===== config.mk =====
export PLATFORM = sky130hd
export DESIGN_NAME = ucsb_regs
export DESIGN_NICKNAME = d
export VERILOG_FILES = /design/src/hdl/ucsb_baud.v /design/src/hdl/ucsb_fifo.v /design/src/hdl/ucsb_regs.v
export VERILOG_INCLUDE_DIRS = /design/src /design/src/hdl
export SDC_FILE = /design/constraint.sdc
export NUM_CORES = 1
export LEC_CHECK = 0
export ABC_AREA = 1
export BUFFER_PORTS_ARGS = -buffer_cell sky130_fd_sc_hd__buf_2
export CAP_MARGIN = 10
export CORE_MARGIN = 3
export CORE_UTILIZATION = 56
export CTS_CLUSTER_DIAMETER = 80
export DETAILED_ROUTE_END_ITERATION = 10
export PLACE_DENSITY = 0.87
export SLEW_MARGIN = 20
export SYNTH_ARGS = -nofsm -noshare
export SYNTH_HDL_FRONTEND = slang
export SYNTH_HIERARCHICAL = 1
export SYNTH_SLANG_ARGS = --single-unit

===== constraint.sdc =====
create_clock -name clock_i -period 1.75 [get_ports clock_i]
set_input_delay 0.0875 -clock clock_i [delete_from_list [all_inputs] [get_ports clock_i]]
set_output_delay 0.0875 -clock clock_i [all_outputs]
set_load 0.02 [all_outputs]

===== src/hdl/ucsb_consts.vh =====
// Constants for the serial port control, status and baud block
`ifndef UCSB_CONSTS_VH
`define UCSB_CONSTS_VH
`define UCSB_LOC_DATA 3'h0
`define UCSB_LOC_A 3'h1
`define UCSB_LOC_B 3'h2
`define UCSB_LOC_SHARED 3'h3
`define UCSB_LOC_BAUD_LO 3'h4
`define UCSB_RXDONE 7
`define UCSB_TXDONE 6
`define UCSB_TXEMPTY 5
`define UCSB_FRAME_ERR 4
`define UCSB_OVERRUN 3
`define UCSB_PAR_ERR 2
`define UCSB_DBL 1
`define UCSB_MPROC 0
`define UCSB_RXDONE_IE 7
`define UCSB_TXDONE_IE 6
`define UCSB_EMPTY_IE 5
`define UCSB_RX_EN 4
`define UCSB_TX_EN 3
`define UCSB_SIZE_HI 2
`define UCSB_RX_BIT8 1
`define UCSB_TX_BIT8 0
`define UCSB_SEL 7
`define UCSB_SYNC 6
`define UCSB_PAR_HI 5
`define UCSB_PAR_LO 4
`define UCSB_STOP2 3
`define UCSB_SIZE_LO1 2
`define UCSB_SIZE_LO0 1
`define UCSB_POL 0
`define UCSB_BAUD_HI_MSB 3
`define UCSB_C_RESET 7'h03
`define UCSB_OS_NORMAL 5'h10
`define UCSB_OS_DOUBLE 5'h08
`define UCSB_SIZE_9 3'h7
`define UCSB_QW 11
`endif


===== src/hdl/ucsb_baud.v =====
// Baud prescaler: one tick every divisor+1 clocks
`timescale 1ns/1ps
`default_nettype none
module ucsb_baud #(
  parameter W = 12
) (
  input wire clock_i,
  input wire nrst_i,
  input wire [W-1:0] divisor_i,
  input wire reload_i,
  output reg tick_o
);
  reg [W-1:0] count;
  always @(posedge clock_i or negedge nrst_i)
  begin
    if (!nrst_i)
    begin
      count <= {W{1'b0}};
      tick_o <= 1'b0;
    end
    else if (reload_i)
    begin
      count <= divisor_i;
      tick_o <= 1'b0;
    end
    else if (count == {W{1'b0}})
    begin
      count <= divisor_i;
      tick_o <= 1'b1;
    end
    else
    begin
      count <= count - 1'b1;
      tick_o <= 1'b0;
    end
  end
endmodule
`default_nettype wire


===== src/hdl/ucsb_fifo.v =====
// Small FIFO holding received characters with their error bits
`timescale 1ns/1ps
`default_nettype none
module ucsb_fifo #(
  parameter WIDTH = 11,
  parameter DEPTH = 8,
  parameter AW = 3
) (
  input wire clock_i,
  input wire nrst_i,
  input wire flush_i,
  input wire in_valid_i,
  output wire in_ready_o,
  input wire [WIDTH-1:0] in_data_i,
  output wire out_valid_o,
  input wire out_ready_i,
  output wire [WIDTH-1:0] out_data_o
);
  localparam [31:0] DEPTH_M1 = DEPTH - 1;
  localparam [31:0] DEPTH_W = DEPTH;
  localparam [AW-1:0] LAST = DEPTH_M1[AW-1:0];
  localparam [AW:0] FULL = DEPTH_W[AW:0];
  reg [WIDTH-1:0] mem [0:DEPTH-1];
  reg [AW-1:0] wr_ptr;
  reg [AW-1:0] rd_ptr;
  reg [AW:0] count;
  wire push = in_valid_i && in_ready_o;
  wire pop = out_valid_o && out_ready_i;
  assign in_ready_o = count != FULL;
  assign out_valid_o = count != {(AW+1){1'b0}};
  assign out_data_o = mem[rd_ptr];
  always @(posedge clock_i)
  begin
    if (push)
      mem[wr_ptr] <= in_data_i;
  end
  always @(posedge clock_i or negedge nrst_i)
  begin
    if (!nrst_i)
    begin
      wr_ptr <= {AW{1'b0}};
      rd_ptr <= {AW{1'b0}};
      count <= {(AW+1){1'b0}};
    end
    else if (flush_i)
    begin
      wr_ptr <= {AW{1'b0}};
      rd_ptr <= {AW{1'b0}};
      count <= {(AW+1){1'b0}};
    end
    else
    begin
      if (push)
        wr_ptr <= (wr_ptr == LAST) ? {AW{1'b0}} : wr_ptr + 1'b1;
      if (pop)
        rd_ptr <= (rd_ptr == LAST) ? {AW{1'b0}} : rd_ptr + 1'b1;
      if (push && !pop)
        count <= count + 1'b1;
      else if (pop && !push)
        count <= count - 1'b1;
    end
  end
endmodule
`default_nettype wire


===== src/hdl/ucsb_regs.v =====
// Serial port control, status and baud registers with frame engines
// How it works
// - overrun when queue full, hold full, new start
// - error flags kept until data read; writes ignored
// - parity error only if checked at arrival
// - double speed divides by 8, async only
// - multiprocessor mode drops frames without address
// - interrupt needs enable, global flag, status flag
// - receiver takes pin; disable flushes queue, flags
// - transmitter keeps pin until fully drained
// - select bit picks frame control or baud high
// - mode bit zero async, one sync
// - parity field off, reserved, even, odd
// - parity appended on send, checked on receive
// - stop select affects transmitter only
// - size code gives 5 to 9 bits
// - polarity picks change and sample clock edges
// - divisor is twelve bits over two registers
// - writing baud low reloads the prescaler
// - back-to-back read of shared location gives frame control
// - data writes dropped when full; reads pop queue
`include "ucsb_consts.vh"
`timescale 1ns/1ps
`default_nettype none
module ucsb_regs #(
  parameter RXQ_DEPTH = 2,
  parameter RXQ_AW = 1,
  parameter DIV_W = 12
) (
  input wire clock_i,
  input wire nrst_i,
  input wire [2:0] io_addr_i,
  input wire io_wr_i,
  input wire io_rd_i,
  input wire [7:0] io_wdata_i,
  output reg [7:0] io_rdata_o,
  input wire global_irq_enable_i,
  input wire tx_done_irq_ack_i,
  input wire rxd_i,
  input wire xck_i,
  output reg txd_o,
  output wire txd_override_o,
  output wire rxd_override_o,
  output wire rx_done_irq_o,
  output wire tx_done_irq_o,
  output wire data_empty_irq_o
);
  localparam [2:0] T_IDLE = 3'h0;
  localparam [2:0] T_START = 3'h1;
  localparam [2:0] T_DATA = 3'h2;
  localparam [2:0] T_PAR = 3'h3;
  localparam [2:0] T_STOP1 = 3'h4;
  localparam [2:0] T_STOP2 = 3'h5;
  localparam [2:0] R_IDLE = 3'h0;
  localparam [2:0] R_START = 3'h1;
  localparam [2:0] R_DATA = 3'h2;
  localparam [2:0] R_PAR = 3'h3;
  localparam [2:0] R_STOP = 3'h4;

  function [3:0] size_bits;
    input [2:0] code;
    begin
      case (code)
        3'h0: size_bits = 4'h5;
        3'h1: size_bits = 4'h6;
        3'h2: size_bits = 4'h7;
        `UCSB_SIZE_9: size_bits = 4'h9;
        default: size_bits = 4'h8;
      endcase
    end
  endfunction

  reg double_speed;
  reg multiproc_mode;
  reg rx_done_irq_enable;
  reg tx_done_irq_enable;
  reg data_empty_irq_enable;
  reg receiver_enable;
  reg transmitter_enable;
  reg char_size_high;
  reg tx_ninth_bit;
  reg sync_mode_select;
  reg [1:0] parity_mode;
  reg stop_bits_select;
  reg [1:0] char_size_low;
  reg clock_polarity;
  reg [3:0] baud_hi;
  reg [7:0] baud_lo;
  reg tx_complete_flag;
  reg overrun_flag;
  reg shared_rd_prev;
  reg rxd_s1;
  reg rxd_s2;
  reg xck_s1;
  reg xck_s2;
  reg xck_s3;
  reg [2:0] tx_st;
  reg [4:0] tx_os;
  reg [3:0] tx_cnt;
  reg [8:0] tx_sh;
  reg tx_par;
  reg [8:0] txbuf;
  reg txbuf_valid;
  reg [2:0] rx_st;
  reg [4:0] rx_os;
  reg [3:0] rx_cnt;
  reg [8:0] rx_data;
  reg rx_par;
  reg rx_perr;
  reg [10:0] hold;
  reg hold_valid;
  reg [7:0] next_rdata;

  wire sel_data = io_addr_i == `UCSB_LOC_DATA;
  wire sel_a = io_addr_i == `UCSB_LOC_A;
  wire sel_b = io_addr_i == `UCSB_LOC_B;
  wire sel_shared = io_addr_i == `UCSB_LOC_SHARED;
  wire sel_lo = io_addr_i == `UCSB_LOC_BAUD_LO;
  wire wr_data = io_wr_i && sel_data;
  wire wr_lo = io_wr_i && sel_lo;
  wire rd_data = io_rd_i && sel_data;
  wire rd_shared = io_rd_i && sel_shared;

  wire [DIV_W-1:0] baud_divisor = {baud_hi, baud_lo};
  wire tick;
  wire [3:0] nbits = size_bits({char_size_high, char_size_low});
  wire [4:0] os_len = (double_speed && !sync_mode_select) ?
    `UCSB_OS_DOUBLE : `UCSB_OS_NORMAL;
  wire [4:0] os_last = os_len - 5'h01;
  wire [4:0] os_half = (os_len >> 1) - 5'h01;
  wire xck_rise = xck_s2 && !xck_s3;
  wire xck_fall = !xck_s2 && xck_s3;
  wire tx_edge = clock_polarity ? xck_fall : xck_rise;
  wire rx_edge = clock_polarity ? xck_rise : xck_fall;
  wire tx_step = sync_mode_select ? tx_edge :
    (tick && tx_os == os_last);
  wire rx_tgt_hit = rx_os == ((rx_st == R_START) ? os_half : os_last);
  wire rx_sample = sync_mode_select ? rx_edge : (tick && rx_tgt_hit);
  wire tx_on = transmitter_enable || tx_st != T_IDLE || txbuf_valid;
  wire tx_tx_buffer_empty_flag = !txbuf_valid;
  wire tx_done = tx_step &&
    ((tx_st == T_STOP1 && !stop_bits_select) || tx_st == T_STOP2);
  wire txc_set = tx_done && !txbuf_valid;
  wire txc_clr = (io_wr_i && sel_a && io_wdata_i[`UCSB_TXDONE]) ||
    tx_done_irq_ack_i;
  wire rx_start_async = !sync_mode_select && rx_st == R_IDLE && !rxd_s2;
  wire rx_start_sync = sync_mode_select && rx_st == R_IDLE && !rxd_s2 &&
    rx_edge;
  wire rx_start = receiver_enable && (rx_start_async || rx_start_sync);
  wire addr_mark = (nbits == 4'h9) ? rx_data[8] : rxd_s2;
  wire rx_keep = !multiproc_mode || addr_mark;
  wire q_in_ready;
  wire q_valid;
  wire [10:0] q_head;
  wire head_fe = q_valid && q_head[9];
  wire head_pe = q_valid && q_head[10];
  wire head_b8 = q_valid && q_head[8];

  ucsb_baud #(
    .W(DIV_W)
  ) u_baud (
    .clock_i(clock_i),
    .nrst_i(nrst_i),
    .divisor_i(baud_divisor),
    .reload_i(wr_lo),
    .tick_o(tick)
  );

  ucsb_fifo #(
    .WIDTH(`UCSB_QW),
    .DEPTH(RXQ_DEPTH),
    .AW(RXQ_AW)
  ) u_rxq (
    .clock_i(clock_i),
    .nrst_i(nrst_i),
    .flush_i(!receiver_enable),
    .in_valid_i(hold_valid),
    .in_ready_o(q_in_ready),
    .in_data_i(hold),
    .out_valid_o(q_valid),
    .out_ready_i(rd_data),
    .out_data_o(q_head)
  );

  assign rxd_override_o = receiver_enable;
  assign txd_override_o = tx_on;
  assign rx_done_irq_o = rx_done_irq_enable && global_irq_enable_i && q_valid;
  assign tx_done_irq_o = tx_done_irq_enable && global_irq_enable_i &&
    tx_complete_flag;
  assign data_empty_irq_o = data_empty_irq_enable && global_irq_enable_i &&
    tx_tx_buffer_empty_flag;

  // Pin synchronisers and clock edge history
  always @(posedge clock_i or negedge nrst_i)
  begin
    if (!nrst_i)
    begin
      rxd_s1 <= 1'b1;
      rxd_s2 <= 1'b1;
      xck_s1 <= 1'b0;
      xck_s2 <= 1'b0;
      xck_s3 <= 1'b0;
    end
    else
    begin
      rxd_s1 <= rxd_i;
      rxd_s2 <= rxd_s1;
      xck_s1 <= xck_i;
      xck_s2 <= xck_s1;
      xck_s3 <= xck_s2;
    end
  end

  // Register writes
  always @(posedge clock_i or negedge nrst_i)
  begin
    if (!nrst_i)
    begin
      double_speed <= 1'b0;
      multiproc_mode <= 1'b0;
      rx_done_irq_enable <= 1'b0;
      tx_done_irq_enable <= 1'b0;
      data_empty_irq_enable <= 1'b0;
      receiver_enable <= 1'b0;
      transmitter_enable <= 1'b0;
      char_size_high <= 1'b0;
      tx_ninth_bit <= 1'b0;
      {sync_mode_select, parity_mode, stop_bits_select, char_size_low,
        clock_polarity} <= `UCSB_C_RESET;
      baud_hi <= 4'h0;
      baud_lo <= 8'h00;
    end
    else if (io_wr_i)
    begin
      if (sel_a)
      begin
        // Error and status flag positions are not stored; a one at the TXDONE position clears tx_complete_flag
        double_speed <= io_wdata_i[`UCSB_DBL];
        multiproc_mode <= io_wdata_i[`UCSB_MPROC];
      end
      if (sel_b)
      begin
        rx_done_irq_enable <= io_wdata_i[`UCSB_RXDONE_IE];
        tx_done_irq_enable <= io_wdata_i[`UCSB_TXDONE_IE];
        data_empty_irq_enable <= io_wdata_i[`UCSB_EMPTY_IE];
        receiver_enable <= io_wdata_i[`UCSB_RX_EN];
        transmitter_enable <= io_wdata_i[`UCSB_TX_EN];
        char_size_high <= io_wdata_i[`UCSB_SIZE_HI];
        tx_ninth_bit <= io_wdata_i[`UCSB_TX_BIT8];
      end
      if (sel_shared && io_wdata_i[`UCSB_SEL])
      begin
        sync_mode_select <= io_wdata_i[`UCSB_SYNC];
        parity_mode <= io_wdata_i[`UCSB_PAR_HI:`UCSB_PAR_LO];
        stop_bits_select <= io_wdata_i[`UCSB_STOP2];
        char_size_low <= io_wdata_i[`UCSB_SIZE_LO1:`UCSB_SIZE_LO0];
        clock_polarity <= io_wdata_i[`UCSB_POL];
      end
      if (sel_shared && !io_wdata_i[`UCSB_SEL])
        baud_hi <= io_wdata_i[`UCSB_BAUD_HI_MSB:0];
      if (sel_lo)
        baud_lo <= io_wdata_i;
    end
  end

  // Status flags; a set in the same cycle beats a clear
  always @(posedge clock_i or negedge nrst_i)
  begin
    if (!nrst_i)
    begin
      tx_complete_flag <= 1'b0;
      overrun_flag <= 1'b0;
      shared_rd_prev <= 1'b0;
    end
    else
    begin
      shared_rd_prev <= rd_shared;
      if (txc_set)
        tx_complete_flag <= 1'b1;
      else if (txc_clr)
        tx_complete_flag <= 1'b0;
      if (!receiver_enable)
        overrun_flag <= 1'b0;
      else if (rx_start && hold_valid && !q_in_ready)
        overrun_flag <= 1'b1;
      else if (rd_data)
        overrun_flag <= 1'b0;
    end
  end

  // Transmit buffer and frame sender
  always @(posedge clock_i or negedge nrst_i)
  begin
    if (!nrst_i)
    begin
      txbuf <= 9'h000;
      txbuf_valid <= 1'b0;
      tx_st <= T_IDLE;
      tx_os <= 5'h00;
      tx_cnt <= 4'h0;
      tx_sh <= 9'h000;
      tx_par <= 1'b0;
      txd_o <= 1'b1;
    end
    else
    begin
      if (tick)
        tx_os <= (tx_os == os_last) ? 5'h00 : tx_os + 5'h01;
      if (wr_data && tx_tx_buffer_empty_flag)
      begin
        txbuf <= {tx_ninth_bit, io_wdata_i};
        txbuf_valid <= 1'b1;
      end
      if (tx_step)
      begin
        case (tx_st)
          T_IDLE:
          begin
            if (txbuf_valid && tx_on)
            begin
              txd_o <= 1'b0;
              tx_sh <= txbuf;
              txbuf_valid <= 1'b0;
              tx_par <= parity_mode[0];
              tx_cnt <= 4'h0;
              tx_st <= T_START;
            end
          end
          T_START, T_DATA:
          begin
            if (tx_cnt == nbits)
            begin
              if (parity_mode[1])
              begin
                txd_o <= tx_par;
                tx_st <= T_PAR;
              end
              else
              begin
                txd_o <= 1'b1;
                tx_st <= T_STOP1;
              end
            end
            else
            begin
              txd_o <= tx_sh[tx_cnt];
              tx_par <= tx_par ^ tx_sh[tx_cnt];
              tx_cnt <= tx_cnt + 4'h1;
              tx_st <= T_DATA;
            end
          end
          T_PAR:
          begin
            txd_o <= 1'b1;
            tx_st <= T_STOP1;
          end
          T_STOP1:
          begin
            txd_o <= 1'b1;
            tx_st <= stop_bits_select ? T_STOP2 : T_IDLE;
          end
          default:
          begin
            txd_o <= 1'b1;
            tx_st <= T_IDLE;
          end
        endcase
      end
    end
  end

  // Frame receiver and holding stage ahead of the queue
  always @(posedge clock_i or negedge nrst_i)
  begin
    if (!nrst_i)
    begin
      rx_st <= R_IDLE;
      rx_os <= 5'h00;
      rx_cnt <= 4'h0;
      rx_data <= 9'h000;
      rx_par <= 1'b0;
      rx_perr <= 1'b0;
      hold <= 11'h000;
      hold_valid <= 1'b0;
    end
    else if (!receiver_enable)
    begin
      rx_st <= R_IDLE;
      hold_valid <= 1'b0;
    end
    else
    begin
      if (hold_valid && q_in_ready)
        hold_valid <= 1'b0;
      if (rx_st == R_IDLE || rx_sample)
        rx_os <= 5'h00;
      else if (tick)
        rx_os <= rx_os + 5'h01;
      if (rx_start)
      begin
        rx_data <= 9'h000;
        rx_cnt <= 4'h0;
        rx_par <= 1'b0;
        rx_perr <= 1'b0;
        rx_st <= sync_mode_select ? R_DATA : R_START;
      end
      else if (rx_sample)
      begin
        case (rx_st)
          R_START:
            rx_st <= rxd_s2 ? R_IDLE : R_DATA;
          R_DATA:
          begin
            rx_data[rx_cnt] <= rxd_s2;
            rx_par <= rx_par ^ rxd_s2;
            rx_cnt <= rx_cnt + 4'h1;
            if (rx_cnt == nbits - 4'h1)
              rx_st <= parity_mode[1] ? R_PAR : R_STOP;
          end
          R_PAR:
          begin
            rx_perr <= rx_par ^ rxd_s2 ^ parity_mode[0];
            rx_st <= R_STOP;
          end
          R_STOP:
          begin
            // Only the first stop bit is checked
            if (rx_keep && !hold_valid)
            begin
              hold <= {rx_perr, !rxd_s2, rx_data};
              hold_valid <= 1'b1;
            end
            rx_st <= R_IDLE;
          end
          default:
            rx_st <= R_IDLE;
        endcase
      end
    end
  end

  // Read data mux
  always @*
  begin
    next_rdata = 8'h00;
    case (io_addr_i)
      `UCSB_LOC_DATA:
        next_rdata = q_head[7:0];
      `UCSB_LOC_A:
      begin
        next_rdata[`UCSB_RXDONE] = q_valid;
        next_rdata[`UCSB_TXDONE] = tx_complete_flag;
        next_rdata[`UCSB_TXEMPTY] = tx_tx_buffer_empty_flag;
        next_rdata[`UCSB_FRAME_ERR] = head_fe;
        next_rdata[`UCSB_OVERRUN] = overrun_flag;
        next_rdata[`UCSB_PAR_ERR] = head_pe;
        next_rdata[`UCSB_DBL] = double_speed;
        next_rdata[`UCSB_MPROC] = multiproc_mode;
      end
      `UCSB_LOC_B:
        next_rdata = {rx_done_irq_enable, tx_done_irq_enable,
          data_empty_irq_enable, receiver_enable, transmitter_enable,
          char_size_high, head_b8, tx_ninth_bit};
      `UCSB_LOC_SHARED:
        if (shared_rd_prev)
          next_rdata = {1'b1, sync_mode_select, parity_mode,
            stop_bits_select, char_size_low, clock_polarity};
        else
          next_rdata = {4'h0, baud_hi};
      `UCSB_LOC_BAUD_LO:
        next_rdata = baud_lo;
      default:
        next_rdata = 8'h00;
    endcase
  end

  always @(posedge clock_i or negedge nrst_i)
  begin
    if (!nrst_i)
      io_rdata_o <= 8'h00;
    else if (io_rd_i)
      io_rdata_o <= next_rdata;
  end
endmodule
`default_nettype wire

==> flow_summary_export.csv <==
group,metric,value,unit
worst_setup_path,worstPathArrival,2.16,ns
cells_and_area,antenna_cells,0,
synth,synthCells,921,
cts,clk_latency,0.44,ns
timing,rsz0062_at_grt,"yes",
cells_and_area,drive_above_1_share,20.3,%
power_and_ir_drop,ir_drop,957,µV
synth,yosysTopAreaCellShare,40.8,%
worst_setup_path,crit_type,"reg2reg",
synth,syn-cell-area,7600,µm²
detailed_routing,wl_per_cell,17.2,µm
flow_run,maxCapViolCount,0,
cts,clk_path_buf_depth,2,
power_and_ir_drop,power_density,1310,nW/µm²
synth,synth_flop_cell,"dfrtp_1",
die,initial_core_util,58.8,%
cts,h-tree-depth,4,
place,gp_congestion,0.944,
die,core,12900,µm²
timing,drv_slew,0,
die,dieWidth,123,µm
worst_setup_path,end_kind,"register",
timing,worst_slack,-0.0495,ns
synth,synth_top_area_cell,"dfrtp_1",
run_status,violations,"negative setup slack",
run_status,status,"finished, violations left",
worst_setup_path,worst_ep_required_time,2.11,ns
cts,clkTransAtPathRegs,0.07,ns
die,dieArea,15000,µm²
detailed_routing,wirelength,20500,µm
detailed_routing,vias_per_cell,5.81,
synth,synth_edf_count,22,
synth,synth_area_per_cell,8.25,µm²
detailed_routing,drtIter0Drc,971,
worst_hold_path,min_path_type,"in2reg",
cells_and_area,fin_nets,1038,
cts,cts-buffers-inserted,17,
cts,cts_sinks,151,
timing,finalSetupViolations,8,
worst_setup_path,start_kind,"register",
detailed_routing,num_vias,6943,
detailed_routing,drc,0,
detailed_routing,firstDrtPassIters,7,
synth,synthDistinctLibCells,51,
place,port-buffer-count,32,
grt,grt_pass1_vias,6267,
die,die_h,123,µm
timing,finalCritPeriodShare,103,%
die,ios,33,
cells_and_area,finish.utilization,70.7,%
grt,antenna_found_initial,0,
timing,period_minus_slack,1.80,ns
timing,skew,0.0107,ns
synth,synth_area_leaders,"dfrtp_1 41%, nand2_1 15%, edfxtp_1 8.7%, inv_1 4.4%, nand3_1 4.3%",
place,dp.final_hpwl,12800,µm
worst_setup_path,critPathMaxFanout,5,
synth,synthArstFlopShare,85.4,%
cts,cts_tree,"yes",
timing,slew_headroom,68.3,%
power_and_ir_drop,finalPower,12000,µW
timing,hold_violations,0,
cells_and_area,syn_to_final_growth,20.2,%
synth,yosysWarnings,6,
power_and_ir_drop,power.leakage,0.00447,µW
detailed_routing,drtAntennaViolNets,0,
place,pre_cts_slack,-0.0221,ns
synth,syn-num-nets,949,
die,rows,41,
timing,fmax,0.556,GHz
synth,seq_area_frac_synth,51.2,%
synth,ys_seq_elements,151,
grt,grt_pass1_wl,30900,µm
grt,overflow,0,
grt,grt_max_degree,58,
timing,tightest_slew,0.471,ns
grt,track_usage,26.8,%
cts,root_buffer,"clkbuf_16",
## per-layer routing
layer	global-route usage (%)	share of wire (%)
met5	0	0
met4	11.7	5.0
met3	7.42	8.5
met2	42.0	48
met1	35.0	38
## logic make-up after synthesis
family          share of synthesized area [%]
buf+inv                                  6.91
mux                                     0.280
fa+ha+maj                                1.48
xor+xnor                                 2.07
compound gates                           10.3
simple gates                             27.7
flops                                    51.2
## through the flow
step / area, µm² / std cells / TNS [ns] / hold WS [ns]
after global placement: 8120 / 1136 / 0 / 0.0209
after detailed placement: 8120 / 1136 / -0.0973 / 0.0264
final: 9140 / 1195 / -0.147 / 0.0126
after CTS: 8860 / 1181 / 0 / 0.000277
after floorplan: 7600 / 921 / 0 / -0.208
after global routing: 9140 / 1195 / -1.04 / 0.0171
## cell usage in the layout, fill, tap and decap left out, types with 3 or more instances in the layout
cell and count:
buf_12 4, buf_6 5, nand2_2 23, nand4_1 10, dfrtp_1 121, nor3_1 4, clkinv_4 3, dlygate4sd3_1 8
clkbuf_16 19, ha_1 8, clkinvlp_4 3, nor2_1 60, o21ai_1 19, o211ai_1 6, inv_2 14, buf_2 30
nor2_2 16, o21ai_2 8, xor2_1 13, nand2_1 286, a31oi_1 4, nand3_1 64, nor2_4 4, edfxtp_1 22
buf_4 41, a21oi_1 12, inv_1 88, nand3_2 3, o21ai_0 46, dfstp_2 5, o21a_1 9, inv_6 3
a21o_1 3, o21bai_1 9, nand2_4 6, dfrtp_2 3, xnor2_1 5, o31ai_1 3
## power breakdown
group          switching (µW)  internal [µW]  total [µW]
clock                    1520           2190        3700
sequential                645           4220        4870
combinational            2050           1360        3410
## what timing repair did
| item | in CTS | in global routing |
|---|---|---|
| setup endpoints to repair | 16 | 49 |
| setup buffers | 5 | 12 |
| gates resized for setup | 7 | 40 |
| endpoints found under the hold margin | 137 | 0 |
| pin swaps | 4 | 7 |
| cloned | 0 | 2 |
| hold buffers | 8 | 0 |
## flip-flops by register name (all words and copies together), names as in the netlist, 2 cells and up
name and flops:
tx_sh 9, tx_st 3, parity_mode 2, io_rdata_o 8, char_size_low 2, u_baud/count 12
tx_cnt 4, rx_st 3, u_rxq/count 2, u_rxq/mem 22, rx_cnt 4, tx_os 5
baud_lo 8, hold 11, rx_os 5, txbuf 9, rx_data 9, baud_hi 4
## worst max-delay path, stage by stage (launching register included)
cell,delay (ns)
dfstp_2,0.57
inv_2,0.07
o211ai_1,0.32
nand2_2,0.13
nor3_4,0.18
buf_6,0.15
clkbuf_16,0.14
nand2_2,0.05
o21ai_1,0.09
## cell usage after synthesis (all sizes together) (6+ instances only)
cell / n
nand2: 316
dfrtp: 124
inv: 103
nor2: 80
o21ai: 73
nand3: 68
edfxtp: 22
a21oi: 14
xor2: 13
buf: 12
nand4: 10
ha: 9
o21a: 9
o21bai: 9
clkbuf: 8
nor3: 7
o211ai: 6
## area by class of cell
cell class	count	area, µm²
multi-input cells	646	3310
clock inverters	13	145
repair buffers	90	724
flip-flops and latches	151	3900
well taps	172	215
fillers	855	3790
clock buffers	19	453
inverters	104	395
## worst paths after layout
| kind | from | endpoint | slack (ns) | cells past startpoint |
|---|---|---|---|---|
| max | clock_polarity$_DFFE_PN1P_ | tx_sh[7]$_DFFE_PN0P_ | -0.05 | 8 |
| min | io_wdata_i[3] | transmitter_enable$_DFFE_PN0P_ | 0.01 | 3 |
| max reg2reg | clock_polarity$_DFFE_PN1P_ | tx_sh[7]$_DFFE_PN0P_ | -0.05 | 8 |
| min reg2reg | xck_s1$_DFF_PN0_ | xck_s2$_DFF_PN0_ | 0.35 | 0 |
| max in group asynchronous | nrst_i | char_size_low[0]$_DFFE_PN1P_ | 0.97 | 3 |
| min in group asynchronous | nrst_i | rx_cnt[1]$_DFFE_PN0P_ | 0.11 | 2 |
(Power assumes the default switching activity.)
